===== config.mk =====
export PLATFORM = sky130hd
export DESIGN_NAME = rivm_top
export DESIGN_NICKNAME = d
export VERILOG_FILES = /design/src/hw/rivm_pkg.sv /design/src/hw/rivm_top.sv /design/src/hw/rivm_vec_table.sv
export SDC_FILE = /design/constraint.sdc
export NUM_CORES = 1
export LEC_CHECK = 0
export BUFFER_PORTS_ARGS = -buffer_cell sky130_fd_sc_hd__buf_4
export CORE_UTILIZATION = 31
export CTS_CLUSTER_SIZE = 8
export DETAILED_ROUTE_END_ITERATION = 12
export GPL_TIMING_DRIVEN = 0
export MAX_ROUTING_LAYER = met4
export PLACE_DENSITY = 0.62
export SYNTH_ARGS = -nofsm -noshare
export SYNTH_HDL_FRONTEND = slang
export SYNTH_SLANG_ARGS = --single-unit

===== constraint.sdc =====
create_clock -name ref_clk -period 0.8 [get_ports ref_clk]
set_input_delay 0.16 -clock ref_clk [delete_from_list [all_inputs] [get_ports ref_clk]]
set_output_delay 0.16 -clock ref_clk [all_outputs]
set_load 0.03 [all_outputs]

===== src/hw/rivm_pkg.sv =====
/*
  rivm_pkg: constants for the reset and interrupt vector map.
  assumes word-addressed program flash of 64K words.
*/
package rivm_pkg;
  localparam int RIVM_ADDR_W = 16;
  localparam int RIVM_NUM_SRC = 34;
  localparam int RIVM_SRC_W = 6;
  localparam int RIVM_NUM_BASE = 23;
  localparam logic [15:0] RIVM_RESET_ADDR = 16'h0000;
  localparam logic [15:0] RIVM_VEC_BASE = 16'h0002;
  localparam logic [15:0] RIVM_VEC_STEP = 16'h0002;
  localparam logic [15:0] RIVM_EXT_LAST = 16'h0010;
  localparam logic [15:0] RIVM_TIMER_BASE = 16'h0012;
  localparam logic [15:0] RIVM_SERIAL_BASE = 16'h0022;
  localparam logic [15:0] RIVM_BASE_LAST = 16'h002E;
  localparam logic [15:0] RIVM_EXTD_FIRST = 16'h0030;
  localparam logic [15:0] RIVM_EXTD_LAST = 16'h0044;
  localparam logic [15:0] RIVM_BOOT_START_RST = 16'hF000;
  localparam logic RIVM_FUSE_PROGRAMMED = 1'b0;
  typedef enum logic [1:0] {
    rivm_idle_s = 2'b00,
    rivm_run_s = 2'b01
  } rivm_state_t;
endpackage


===== src/hw/rivm_top.sv =====
/*
  rivm_top: reset and interrupt vector address generator.
  assumes pending requests arrive already masked and enabled from the same clock,
  fuse and strap levels are stable during operation.
*/
// Functional notes
// - reset vector at word zero when fuse unprogrammed; two-word slots follow.
// - external requests zero to seven map to vectors 0x0002 through 0x0010.
// - timer vectors sit at 0x0012 through 0x0020.
// - serial, converter, eeprom, comparator vectors at 0x0022 through 0x002E.
// - extended vectors 0x0030 through 0x0044.
// - legacy mode suppresses vectors 0x0030 through 0x0044.
// - select bit adds boot section start to every interrupt vector.
// - programmed fuse starts execution at boot reset address.
// - four fuse and select combinations place reset and vectors.
// - fuse value one is unprogrammed, zero is programmed.
`timescale 1ns/1ps
module rivm_top
  import rivm_pkg::*;
(
  input wire logic ref_clk,
  input wire logic rstn,
  input wire logic boot_reset_select_fuse,
  input wire logic vector_table_in_boot_select,
  input wire logic legacy_mode,
  input wire logic [RIVM_ADDR_W-1:0] boot_reset_addr,
  input wire logic [RIVM_NUM_SRC-1:0] irq_pending,
  output logic [RIVM_ADDR_W-1:0] reset_vector,
  output logic [RIVM_ADDR_W-1:0] irq_vector,
  output logic irq_valid,
  output logic [RIVM_SRC_W-1:0] irq_source
);
  logic [RIVM_NUM_SRC-1:0] src_keep;
  logic [RIVM_NUM_SRC-1:0] pend_eff;
  logic [RIVM_SRC_W-1:0] pick;
  logic pick_any;
  logic [RIVM_ADDR_W-1:0] reloc_offset;

  // legacy suppression
  // extended sources exist only outside compatibility mode
  generate
    for (genvar g = 0; g < RIVM_NUM_SRC; g++) begin : g_src
      if (g < RIVM_NUM_BASE) begin : g_base
        assign src_keep[g] = 1'b1;
      end else begin : g_extd
        assign src_keep[g] = !legacy_mode;
      end
    end
  endgenerate

  always_comb begin
    pend_eff = irq_pending & src_keep;
  end

  always_comb begin
    pick = '0;
    pick_any = 1'b0;
    for (int i = RIVM_NUM_SRC - 1; i >= 0; i--) begin
      if (pend_eff[i]) begin
        pick = RIVM_SRC_W'(i);
        pick_any = 1'b1;
      end
    end
  end

  // relocation offset
  // zero offset keeps the plain table; sums wrap within 16 bits
  always_comb begin
    reloc_offset = '0;
    if (vector_table_in_boot_select) begin
      reloc_offset = boot_reset_addr;
    end
  end

  // lookup and relocation in one registered step
  rivm_vec_table u_table (
    .ref_clk(ref_clk),
    .rstn(rstn),
    .src_index(pick),
    .offset(reloc_offset),
    .vec_addr(irq_vector)
  );

  always_ff @(posedge ref_clk or negedge rstn) begin
    if (!rstn) begin
      irq_valid <= 1'b0;
    end else begin
      irq_valid <= pick_any;
    end
  end

  always_ff @(posedge ref_clk or negedge rstn) begin
    if (!rstn) begin
      irq_source <= '0;
    end else begin
      irq_source <= pick;
    end
  end

  always_ff @(posedge ref_clk or negedge rstn) begin
    if (!rstn) begin
      reset_vector <= RIVM_RESET_ADDR;
    end else begin
      reset_vector <= (boot_reset_select_fuse == RIVM_FUSE_PROGRAMMED) ?
                      boot_reset_addr : RIVM_RESET_ADDR;
    end
  end

  reset_place_a: assert property (
    @(posedge ref_clk) disable iff (!rstn)
    boot_reset_select_fuse |=> reset_vector == RIVM_RESET_ADDR)
    else $error("reset vector not zero with fuse unprogrammed");
  boot_place_a: assert property (
    @(posedge ref_clk) disable iff (!rstn)
    !boot_reset_select_fuse |=> reset_vector == $past(boot_reset_addr))
    else $error("reset vector not boot address");
  boot_both_a: assert property (
    @(posedge ref_clk) disable iff (!rstn)
    (!boot_reset_select_fuse && vector_table_in_boot_select && irq_pending[0])
    |=> (reset_vector == $past(boot_reset_addr)
    && irq_vector == $past(boot_reset_addr) + RIVM_VEC_BASE))
    else $error("boot reset with boot table wrong");

  vec_base_a: assert property (
    @(posedge ref_clk) disable iff (!rstn)
    (irq_pending[0] && !vector_table_in_boot_select) |=> irq_vector == RIVM_VEC_BASE)
    else $error("request zero vector wrong");
  ext_mid_a: assert property (
    @(posedge ref_clk) disable iff (!rstn)
    (irq_pending[3:0] == 4'h8 && !vector_table_in_boot_select) |=> irq_vector == 16'h0008)
    else $error("request three vector wrong");
  ext_last_a: assert property (
    @(posedge ref_clk) disable iff (!rstn)
    (irq_pending[7:0] == 8'h80 && !vector_table_in_boot_select) |=> irq_vector == RIVM_EXT_LAST)
    else $error("request seven vector wrong");
  timer_slot_a: assert property (
    @(posedge ref_clk) disable iff (!rstn)
    (irq_pending[8:0] == 9'h100 && !vector_table_in_boot_select) |=> irq_vector == RIVM_TIMER_BASE)
    else $error("timer vector wrong");
  timer_last_a: assert property (
    @(posedge ref_clk) disable iff (!rstn)
    (irq_pending[15:0] == 16'h8000 && !vector_table_in_boot_select) |=> irq_vector == 16'h0020)
    else $error("last timer vector wrong");
  serial_slot_a: assert property (
    @(posedge ref_clk) disable iff (!rstn)
    (irq_pending[16:0] == 17'h10000 && !vector_table_in_boot_select)
    |=> irq_vector == RIVM_SERIAL_BASE)
    else $error("serial vector wrong");
  base_last_a: assert property (
    @(posedge ref_clk) disable iff (!rstn)
    (irq_pending[22:0] == 23'h400000 && !vector_table_in_boot_select)
    |=> irq_vector == RIVM_BASE_LAST)
    else $error("comparator vector wrong");
  extd_first_a: assert property (
    @(posedge ref_clk) disable iff (!rstn)
    (irq_pending[23:0] == 24'h800000 && !legacy_mode && !vector_table_in_boot_select)
    |=> irq_vector == RIVM_EXTD_FIRST)
    else $error("first extended vector wrong");
  vec_last_a: assert property (
    @(posedge ref_clk) disable iff (!rstn)
    (irq_pending == 34'h200000000 && !legacy_mode && !vector_table_in_boot_select)
    |=> irq_vector == RIVM_EXTD_LAST)
    else $error("last vector wrong");
  source_vec_a: assert property (
    @(posedge ref_clk) disable iff (!rstn)
    (pick_any && !vector_table_in_boot_select)
    |=> irq_vector == RIVM_VEC_BASE + RIVM_VEC_STEP * 16'(irq_source))
    else $error("vector does not match source slot");

  legacy_hide_a: assert property (
    @(posedge ref_clk) disable iff (!rstn)
    (legacy_mode && irq_pending[RIVM_NUM_BASE-1:0] == '0) |=> !irq_valid)
    else $error("extended vector in legacy mode");
  legacy_keep_a: assert property (
    @(posedge ref_clk) disable iff (!rstn)
    (legacy_mode && irq_pending[22:0] == 23'h400000) |=> (irq_valid && irq_source == 6'h16))
    else $error("base vector lost in legacy mode");
  legacy_src_a: assert property (
    @(posedge ref_clk) disable iff (!rstn)
    legacy_mode |=> (!irq_valid || irq_source < 6'(RIVM_NUM_BASE)))
    else $error("extended source chosen in legacy mode");

  reloc_add_a: assert property (
    @(posedge ref_clk) disable iff (!rstn)
    (vector_table_in_boot_select && irq_pending[0])
    |=> irq_vector == $past(boot_reset_addr) + RIVM_VEC_BASE)
    else $error("relocated vector wrong");
  reloc_last_a: assert property (
    @(posedge ref_clk) disable iff (!rstn)
    (vector_table_in_boot_select && !legacy_mode && irq_pending == 34'h200000000)
    |=> irq_vector == $past(boot_reset_addr) + RIVM_EXTD_LAST)
    else $error("relocated last vector wrong");

  prio_low_a: assert property (
    @(posedge ref_clk) disable iff (!rstn)
    (irq_pending[0] && irq_pending[5]) |=> irq_source == '0)
    else $error("priority wrong");
  prio_mid_a: assert property (
    @(posedge ref_clk) disable iff (!rstn)
    (irq_pending[5:0] == 6'h20) |=> irq_source == 6'h05)
    else $error("priority of source five wrong");
  one_cycle_a: assert property (
    @(posedge ref_clk) disable iff (!rstn)
    (|irq_pending[RIVM_NUM_BASE-1:0]) |=> irq_valid)
    else $error("vector not valid next cycle");
  idle_valid_a: assert property (
    @(posedge ref_clk) disable iff (!rstn)
    (irq_pending == '0) |=> !irq_valid)
    else $error("vector valid with nothing pending");

  // main scenarios
  cov_boot_c: cover property (@(posedge ref_clk) !boot_reset_select_fuse);
  cov_reloc_c: cover property (@(posedge ref_clk) vector_table_in_boot_select && pick_any);
  cov_legacy_c: cover property (@(posedge ref_clk) legacy_mode && irq_pending[33]);
  cov_prio_c: cover property (@(posedge ref_clk) irq_pending[5] && irq_pending[30]);
  cov_both_c: cover property (@(posedge ref_clk)
    !boot_reset_select_fuse && vector_table_in_boot_select);
endmodule


===== src/hw/rivm_vec_table.sv =====
/*
  rivm_vec_table: registered vector address by source index, plus a relocation offset.
  assumes index 0 is the first interrupt source (vector number 2).
*/
`timescale 1ns/1ps
module rivm_vec_table
  import rivm_pkg::*;
(
  input wire logic ref_clk,
  input wire logic rstn,
  input wire logic [RIVM_SRC_W-1:0] src_index,
  input wire logic [RIVM_ADDR_W-1:0] offset,
  output logic [RIVM_ADDR_W-1:0] vec_addr
);
  logic [RIVM_ADDR_W-1:0] next_vec_addr;
  always_comb begin
    // offset added here so the top output stays a flop
    next_vec_addr = RIVM_VEC_BASE + 16'({src_index, 1'b0}) + offset;
  end
  always_ff @(posedge ref_clk or negedge rstn) begin
    if (!rstn) begin
      vec_addr <= RIVM_RESET_ADDR;
    end else begin
      vec_addr <= next_vec_addr;
    end
  end
endmodule


---- After elaboration in Yosys (flattened, before gate mapping) ----
Cells that the tools add are included.
cells by class
  add/subtract/negate cells ............... 2
  muxes and demuxes ....................... 70
  bitwise logic cells ..................... 1
  reduce and logical (&&, ||, !) cells .... 1
operators with widths
  cell                                        count
  two-way mux 6 bit                           34
  AND 34 bit                                  1
  two-way mux 1 bit                           34
  two-way mux 16 bit                          2
  adder 16 bit                                1
  adder 2 x 7 -> 8 bit, first input constant  1
  zero test 1 bit                             1
word-level totals
  register bits ........................... 39
  input port bits ......................... 55
  output and inout port bits .............. 39
  logic and storage cells ................. 78

---- Logic depth before layout (Yosys ltp) ----
Gate-level depths: netlist (run 1).
  word-level depth ........................ 38
  gate-level depth with buffers ........... 15
  gate-level depth less buffers ........... 15

---- Hierarchy ----
A second synthesis (run 1) with hierarchy kept.
unflattened totals
  cells, all modules ...................... 226
  area total of the unflattened synthesis .. 2193.4 um2
by module, submodules not included
  module          times used  cells an instance  area each (um2)  sequential area each (um2)
  rivm_top        1           129                1197.4           575.6
  rivm_vec_table  1           97                 996.0            400.4

---- Worst setup path after synthesis (run 1) ----
OpenSTA, ideal clock, no wires.
  path kind ............................... input -> register
  from .................................... input port irq_pending[32]
  to ...................................... register u_table.vec_addr[9]
  setup time .............................. 119 ps
  arrival time ............................ 2903 ps
  required time ........................... 681 ps
  setup slack ............................. -2222 ps
  cell stages on the path ................. 14
  path buffers ............................ 0
  path through ............................ nand2b_1 a221oi_1 o211ai_1 a221oi_1 a21oi_1 or2_2 ha_1 fa_1 a21o_1 a21oi_1 o21ai_0 nand3_1 xnor2_1 and2_1
between the ends
  word-level cells in the longest chain between the ends .. 36
RTL lines
  item                              RTL line              text
  from (decl)                       rivm_top.sv:27        input wire logic [RIVM_NUM_SRC-1:0] irq_pending,
  AND 34 bit                        rivm_top.sv:52        pend_eff = irq_pending & src_keep;
  two-way mux 6 bit (33 in series)  rivm_top.sv:59        if (pend_eff[i]) begin
  adder 2 x 7 -> 8 bit              rivm_vec_table.sv:18  next_vec_addr = RIVM_VEC_BASE + 16'({src_index, 1'b0}) + offset;
  adder 16 bit                      rivm_vec_table.sv:18
  net u_table.next_vec_addr[9]      rivm_vec_table.sv:15  logic [RIVM_ADDR_W-1:0] next_vec_addr;
  to (signal assigned)              rivm_vec_table.sv:24  vec_addr <= next_vec_addr;
  to (decl)                         rivm_vec_table.sv:13  output logic [RIVM_ADDR_W-1:0] vec_addr
The timed path passes the listed nets, and every way through them passes these cells.

---- Final worst setup path (run 1) ----
  from .................................... input port irq_pending[32]
  to ...................................... register u_table.vec_addr[14]
between the ends
  word-level cells in the longest chain between the ends .. 36
RTL lines
  item                              RTL line              text
  AND 34 bit                        rivm_top.sv:52
  two-way mux 6 bit (33 in series)  rivm_top.sv:59
  net pick[0]                       rivm_top.sv:35        logic [RIVM_SRC_W-1:0] pick;
  adder 2 x 7 -> 8 bit              rivm_vec_table.sv:18
  adder 16 bit                      rivm_vec_table.sv:18
  net u_table.next_vec_addr[14]     rivm_vec_table.sv:15
The timed path passes the listed nets, and every way through them passes these cells.

==> run summary, run 1 <==
The run finished, with violations left. The checks that failed: design-rule violations, negative setup slack. At the worst endpoint, the arrival time is 2.91 ns.

For the maximum number of pins on one net before global-route repair, the log shows 40. Measured along the x axis, the die boundary spans 84.59 um. For this run the aggregate overflow at the end of global routing stands at 0. Detailed placement ended at an HPWL of 4028 um. Final hold analysis gives a worst-case slack of 0.08471 ns. The worst slack after detailed placement is -2.409 ns. The run gives 58.49% as the post-layout utilization of the core. The startpoint of the worst hold path is boot_reset_select_fuse. The flop and latch count out of synthesis is 39. After synthesis the cells add up to 2115 um^2.

For this block, the initial DRC count from the detailed router was 74. By instance count, the cell type seen most on the critical path is sky130_fd_sc_hd__a221oi_2. The final layout contains routed wiring with a total length of 5698 um. The tools report the global-route usage over all layers as 16.58%. The worst path buffer plus inverter count was 2; the quantity of I/O buffers inserted on ports was 93. The logs give 401 for the number of nets in the final layout and 46.15% for the share of the yosys chip area belonging to registers.

The number of antenna violations at the first check in global routing came out at 0. Yosys mapped the design onto 42 distinct sky130hd cell types. After detailed routing, the wire length on met1 is 2415 um. The congestion estimate from routability-driven global placement came to 0.7616. In this run the worst setup path begins at irq_pending[32].

For the count of mapped cells out of synthesis, the log shows 216. The run gives 415 as the post-route non-filler standard cell count. The critical path goes through buf_6 > nand2b_4 > a221oi_2 > o211ai_1 > a221oi_2 > a21oi_2 > nor2_2 > ha_4 > xor2_1 > ha_2 > inv_2 > o21a_1 > o21ai_2 > nand4_1 > xnor2_1 > and2_1. The tool flagged a number of max-cap violations equal to 0. The maximum fanout along the worst path was 4; the total met2 wirelength after detailed routing was 2930 um. The worst setup path is captured at a flip-flop.

The worst hold path belongs to the class input pin to flip-flop. The tools report the final-report setup violation count as 61. The final setup slack of the worst path is -1.928 ns. The final antenna-violating net count was 0; the layout cell share with drive strength beyond 1 was 53.25%. In the routed design, unresolved DRC markers number 4. The average via count per standard cell works out to 4.911.

The static leakage was 1.670 nW; the final critical-path share of the clock period was 341.0%. The number of global-route vias before repair was 2018; the net count after synthesis was 280. In this run, synthesis inferred 0 flip-flops with an integrated enable. For the initial core utilization, the log shows 32.74%. The top cell types in the final layout, fill and taps aside, are sky130_fd_sc_hd__buf_6 (57), sky130_fd_sc_hd__buf_4 (51), sky130_fd_sc_hd__dfrtp_1 (39). For the count of pins on the block boundary, the log shows 94. The tools report the hold violation count in the final report as 0.

On the critical path the largest part of the delay comes from compound AO/OA/AOI/OAI gates. The kind of critical path was input pin to flip-flop. The number of clock buffers added by TritonCTS is 5.

The root buffer cell chosen for the clock tree is sky130_fd_sc_hd__clkbuf_8. STA classifies the critical path startpoint as an input pin. For this run, the slowest stage of the critical path takes 0.38 ns. The async set or reset register ratio after synthesis is 100.0%, and the overall die area is 7155 um^2. A synthesized cell averages 9.789 um^2. Dividing the detail-routed wire length by the instance count gives 13.73 um. The run gives 0 as the number of slew-limit violations in the final report.

The tools report the wire length of the first global-routing pass as 9342 um. Leaving out fill and tap cells, the most frequent cell in the layout is sky130_fd_sc_hd__buf_6. The logs give 39 for the total number of clock tree sinks and 0.98 ns for the data required time at the worst endpoint. The number of antenna diodes in the final layout is 0. The detailed router used layers up to and including met4. Among all flip-flop cells after synthesis, the most frequent one is sky130_fd_sc_hd__dfrtp_1. The final total negative setup slack is -33.91 ns, and the number of instances in the placed design is 386. Total number of vias: 2038.

TritonCTS built the clock tree. Setup repair after global routing could not meet its margin everywhere. The height of the die is 84.59 um. The run gives 0 as the total number of yosys warnings. The worst-case IR drop observed on VDD is 0.6106 mV. The worst path in the final design needs a cycle of 2.728 ns, including I/O delays and setup.

In this run the power density over the cells is 1316 nW/um^2. The maximum clock path buffer count is 2, and the clock transition at the registers of the reported paths is 0.07 ns. The routed design uses 254 um of met3 wire. For this run, the top clock speed supported by timing is 366.6 MHz. The area growth from synthesis to layout was 78.64%. The standard cell with the maximum stage delay on the critical path is sky130_fd_sc_hd__a221oi_2. Number of iterations in the first detailed-routing pass: 11. The floorplan has 29 rows. The core region is 6459 um^2.

The H-tree was split into 2 levels.
state kept, by name, summed over array words and instances (netlist names):
register          cells
irq_source            6
reset_vector         16
irq_valid             1
u_table.vec_addr     16
power breakdown:
group          leakage (nW)  internal, W  switching (W)
clock                0.0422     0.000612       0.000652
sequential            0.497      0.00209      0.0000565
combinational          1.13     0.000770       0.000791
path summary, 6_finish.rpt:
| path | slack [ns] | cells after the start | to |
|---|---|---|---|
| min in group asynchronous | 0.34 | 2 | reset_vector[13] |
| setup / recovery | -1.93 | 16 | u_table.vec_addr[14] |
| max in group asynchronous | 0.19 | 2 | irq_source[5] |
| hold / removal | 0.08 | 2 | reset_vector[0] |
cell families (layout without fill, tap and decap cells):
kind of cell    count (synthesis)  after routing  synth area share (%)
fa+ha+maj                       9              9                 5.681
other cells                     1              1                0.1773
flops                          39             39                 46.15
buf+inv                        11            133                 1.953
compound gates                 39             39                 13.73
xor+xnor                       14             14                 5.799
simple gates                  103            103                 26.51
metal layers:
metal  up-vias  track usage (%)
li1        999                -
met1       971            20.04
met2        57            28.53
met3        11            2.458
met4         0            5.239
met5         -                -
cells in the mapped netlist (2+ instances only):
cell | instances | share of area, %
sky130_fd_sc_hd__o21a_1 | 3 | 1.1
sky130_fd_sc_hd__clkbuf_1 | 2 | 0.36
sky130_fd_sc_hd__xor2_1 | 5 | 2.1
sky130_fd_sc_hd__nand4_1 | 4 | 1.2
sky130_fd_sc_hd__nor2_1 | 21 | 3.7
sky130_fd_sc_hd__and2_1 | 14 | 4.1
sky130_fd_sc_hd__a221oi_1 | 2 | 0.83
sky130_fd_sc_hd__ha_1 | 8 | 4.7
sky130_fd_sc_hd__a31oi_1 | 2 | 0.59
sky130_fd_sc_hd__nand3_1 | 5 | 1.2
sky130_fd_sc_hd__o31ai_1 | 2 | 0.71
sky130_fd_sc_hd__a21oi_1 | 9 | 2.1
sky130_fd_sc_hd__nand2b_1 | 5 | 1.5
sky130_fd_sc_hd__nor2b_1 | 17 | 5.0
sky130_fd_sc_hd__or3_1 | 3 | 0.89
sky130_fd_sc_hd__dfrtp_1 | 39 | 46
sky130_fd_sc_hd__nor4_1 | 8 | 2.4
sky130_fd_sc_hd__and3_1 | 2 | 0.59
sky130_fd_sc_hd__inv_1 | 9 | 1.6
sky130_fd_sc_hd__o21bai_1 | 3 | 1.1
sky130_fd_sc_hd__or2_2 | 2 | 0.59
sky130_fd_sc_hd__o21ai_0 | 7 | 1.7
sky130_fd_sc_hd__xnor2_1 | 9 | 3.7
sky130_fd_sc_hd__nand2_1 | 9 | 1.6
sky130_fd_sc_hd__nor3_1 | 9 | 2.1
through the flow:
| step | total power (W) | area (um^2) |
|---|---|---|
| after floorplan | 0.002759 | 2252 |
| after global placement | 0.003358 | 3047 |
| after detailed placement | 0.003370 | 3047 |
| after CTS | 0.004943 | 3600 |
| after global routing | 0.005226 | 3777 |
| final | 0.004970 | 3777 |
repair_timing:
| action | in CTS | in global routing |
|---|---|---|
| buffers inserted | 28 | 10 |
| hold buffers | 1 | 0 |
| hold endpoints to repair | 39 | 0 |
| setup endpoints to repair | 61 | 100 |
| cloned | 0 | 0 |
| pin swaps | 28 | 36 |
| gates resized for setup | 82 | 34 |
layout make-up:
| cell class | instances | area, um^2 |
|---|---|---|
| inverter | 9 | 36.28 |
| fill | 582 | 2681 |
| multi-input combinational | 166 | 1470 |
| timing repair buffer | 114 | 1110 |
| clock inverter | 1 | 5.005 |
| tap | 77 | 96.34 |
| clock buffer | 7 | 76.32 |
| buffer | 2 | 7.507 |
| sequential | 39 | 975.9 |
Power figures use the tool's default switching activity.
==> run 2: changes to the inputs <==
- SYNTH_HIERARCHICAL: not set -> 1
==> run summary, run 2 <==
The tools report the DRC violations left as 0 (-4). The share of the yosys chip area belonging to registers was 44.50% (-1.7 points). The async set or reset register ratio after synthesis came out at 100.0% (unchanged).

The cell sitting at the root of the clock tree is a sky130_fd_sc_hd__clkbuf_8. The final reports fail on negative setup slack. The average via count per standard cell works out to 4.873 (-0.78%). The final antenna-violating net count was 0 (unchanged); the area growth from synthesis to layout was 67.88%.

The flop and latch count out of synthesis was 39 (unchanged); the height of the die was 86.12 um (+1.8%). The run finished, with violations left. STA classifies the critical path startpoint as an input pin. The number of iterations in the first detailed-routing pass was 4 (-7); the portion of synthesized cell area occupied by the leading cell type was 44.50% (-1.7 points). The final instance area was 3682 um^2 (-2.5%); the fill cell instance count of the final layout was 622 (+6.9%). The quantity of I/O buffers inserted on ports was 93 (unchanged).

The final routed wire length divided by cell count works out to 13.43 um (-2.2%). The final-report setup violation count was 61 (unchanged). The overall die width is 86.12 um (+1.8%), and the net count after synthesis is 294 (+5.0%).

The clock transition at the registers of the reported paths works out to 0.08 ns (about the same). The top cell types in the final layout, fill and taps aside, are sky130_fd_sc_hd__buf_6 (51), sky130_fd_sc_hd__buf_4 (50), sky130_fd_sc_hd__dfrtp_1 (39). The signal on the critical path passes through buf_6 > o31a_1 > o41ai_2 > a2111oi_2 > nor4bb_1 > buf_4 > ha_4 > ha_4 > inv_2 > fa_2 > nor2b_4 > o31a_4 > or4_1 > nand3_1. Static leakage: 1.613 nW (-3.4%). The arrival time reported for the critical path endpoint was 3.00 ns (+0.09 ns); the fraction of power spent switching nets was 30.31% (+0.14 points).

Total number of vias: 2105 (+3.3%). The final critical delay including setup and external delays was 2.775 ns (+0.04710 ns). The number of flops mapped to enable cells by yosys was 0 (unchanged). TritonCTS built the clock tree. The wire length of the first global-routing pass came out at 9390 um (+0.51%).

The critical path endpoint category was a flip-flop. The cell with the most instances after synthesis is sky130_fd_sc_hd__dfrtp_1. The maximum fanout along the worst path was 7 (+3); the data required time at the worst endpoint was 1.02 ns (+0.04 ns).

The run gives 44.4% (+1.2 points) as the sequential power share. For the overall die area, the log shows 7416 um^2 (+3.6%). The depth of the CTS H-tree was 2 (unchanged); the total number of clock tree sinks was 39 (unchanged). The run gives 47 (+12%) as the count of different cell masters after synthesis. The path class of the lowest-slack min-delay path is input pin to flip-flop.

The tools report the hold violation count in the final report as 0 (unchanged). For the relative contribution of the clock network to total power, the log shows 26.9% (+1.5 points). In the synthesized netlist the dominant register cell turns out to be sky130_fd_sc_hd__dfrtp_1.

The count of mapped cells out of synthesis was 226 (+4.6%); the area used by multi-input combinational logic was 1431 um^2 (-2.6%). The final routed wirelength across all metal layers is 5802 um (+1.8%). The delay of the slowest cell on the worst path is 0.48 ns (+0.10 ns), and the sequential cell area is 975.9 um^2 (unchanged). The tools report the count of pins on the block boundary as 94 (unchanged). For the pin with the worst max-slew slack, the measured transition is 0.4671 ns. The post-synthesis average cell area is 9.705 um^2 (-0.86%).

Grouping stages by cell kind, the critical path spends the most delay in compound AO/OA/AOI/OAI gates. The number of global-route vias before repair is 2112 (+4.7%). The maximum clock path buffer count is 2 (unchanged), and the total clock buffers created by CTS is 5 (unchanged).

By area the synthesized netlist is led by sky130_fd_sc_hd__dfrtp_1 (44%), sky130_fd_sc_hd__ha_1 (6.8%), sky130_fd_sc_hd__nor2b_1 (5.1%), sky130_fd_sc_hd__and2_1 (4.6%), sky130_fd_sc_hd__nor2_1 (3.1%). The power density over the cells was 1313 nW/um^2 (-0.21%). The core footprint is 6832 um^2 (+5.8%). The number of slew-limit violations in the final report came out at 0 (unchanged). Achievable clock frequency: 360.4 MHz (-1.7%). Total overflow reported by the global router: 0 (unchanged). The total inserted antenna cells is 0 (unchanged). Worst path buffer plus inverter count: 3 (+1). Ranked by instance count, the synthesized netlist is headed by sky130_fd_sc_hd__dfrtp_1 (39), sky130_fd_sc_hd__nor2_1 (18), sky130_fd_sc_hd__nor2b_1 (18).

Final critical-path share of the clock period: 346.8% (+5.9 points). The standard cell with the maximum stage delay on the critical path is sky130_fd_sc_hd__or4_1. The reported max-cap violation count is 0 (unchanged), and the worst slew margin relative to its limit is 68.86%. Internal portion of total power: 0.003369 W (-2.9%). The run gives 28.7% (-2.7 points) as the combinational fraction of design power. The post-detailed-placement half-perimeter wirelength is 4350 um (+8.0%), and the area after detailed placement is 3110 um^2 (+2.1%). The initial core utilization was 32.11% (-0.63 points); the number of nets in the final layout was 403 (+0.50%). Setup repair after global routing could not meet its margin everywhere. The maximum resistive drop on vdd is 0.5723 mV (-6.3%). The global placer's final weighted congestion is 0.8021 (+5.3%), and the global-route usage over all layers is 16.86% (+0.28 points). The number of antenna violations at the first check in global routing was 0 (unchanged). The cell type with the highest occurrence count on the critical path is sky130_fd_sc_hd__ha_4. The number of cell rows was 30 (+3.4%); the switching power was 0.001466 W (-2.3%). The layout cell share with drive strength beyond 1 came out at 45.83% (-7.4 points). Leaving out fill and tap cells, the most frequent cell in the layout is sky130_fd_sc_hd__buf_6. The total number of yosys warnings was 6 (+6). The largest total area in the synthesized netlist belongs to sky130_fd_sc_hd__dfrtp_1. The netlist area before placement was 2193 um^2 (+3.7%); the final total negative setup slack was -31.72 ns (+2.192 ns). The DRC violation total after the first TritonRoute iteration came out at 61 (-18%). For the final setup slack of the worst path, the log shows -1.975 ns (-0.04710 ns).

Maximum number of pins on one net before global-route repair: 40 (unchanged). The largest registers in the layout are reset_vector (16), u_table/vec_addr (16), irq_source (6). By startpoint and endpoint, the worst setup path is classified as input pin to flip-flop.
## run 2: kinds of logic (layout without fill, tap and decap cells)
group           after synthesis  after routing  synth area share (%)
compound gates               42             42                 13.86
xor+xnor                      6              6                 2.396
flops                        39             39                 44.50
buf+inv                      22            132                 3.765
simple gates                104            104                 27.72
fa+ha+maj                    13             13                 7.758
## run 2: worst paths after layout
kind | start | end | slack (ns) | depth (start not counted)
max in group asynchronous | rstn | irq_source[4] | 0.21 | 2
worst max-delay path | irq_pending[28] | u_table/vec_addr[12] | -1.97 | 14
worst min-delay path | boot_reset_select_fuse | reset_vector[1] | 0.07 | 2
min in group asynchronous | rstn | u_table/vec_addr[14] | 0.33 | 2
## run 2: per-layer routing
metal | share of wire [%] | vias up | global-route usage [%] | wire length, um
met5 | 0 | - | - | 0
met3 | 8.4 | 11 | 5.390 | 488
met4 | 1.4 | 0 | 4.394 | 81
met2 | 52 | 87 | 30.45 | 3009
li1 | - | 1024 | - | -
met1 | 38 | 983 | 17.64 | 2221
## run 2: area by class of cell
cell class | instances | area share [%]
buffer | 3 | 0.3058
clock buffer | 6 | 1.971
clock inverter | 2 | 0.3398
inverter | 17 | 1.733
multi-input combinational | 165 | 38.87
sequential | 39 | 26.50
tap | 96 | 3.262
timing repair buffer | 104 | 27.01
## run 2: power by group through the flow
| stage | clock [W] | sequential (W) | combinational [W] |
|---|---|---|---|
| 2_1_floorplan | 0 | 0.00241 | 0.000336 |
| 3_3_place_gp | 0 | 0.00216 | 0.00116 |
| 3_5_place_dp | 0 | 0.00216 | 0.00117 |
| 4_1_cts | 0.00136 | 0.00215 | 0.00136 |
| 5_1_grt | 0.00144 | 0.00215 | 0.00149 |
| 6_report | 0.00130 | 0.00215 | 0.00139 |
## run 2: what timing repair did
item,CTS,global route
cloned,0,0
hold endpoints to repair,39,0
buffers inserted,7,4
hold buffers,1,0
pin swaps,6,3
gates resized for setup,73,16
endpoints found under the setup margin,61,100
## run 2: metrics by stage
stage | power (W) | util [%] | worst slack, ns | hold slack (ns) | cells
final | 0.004835 | 53.90 | -1.975 | 0.06916 | 432
after global routing | 0.005090 | 53.90 | -2.089 | 0.05954 | 432
after CTS | 0.004859 | 52.73 | -1.943 | 0.05958 | 431
after detailed placement | 0.003330 | 45.53 | -2.488 | 0.1642 | 415
after global placement | 0.003317 | 45.53 | -2.510 | 0.1574 | 415
after floorplan | 0.002748 | - | -1.982 | -0.1356 | 226
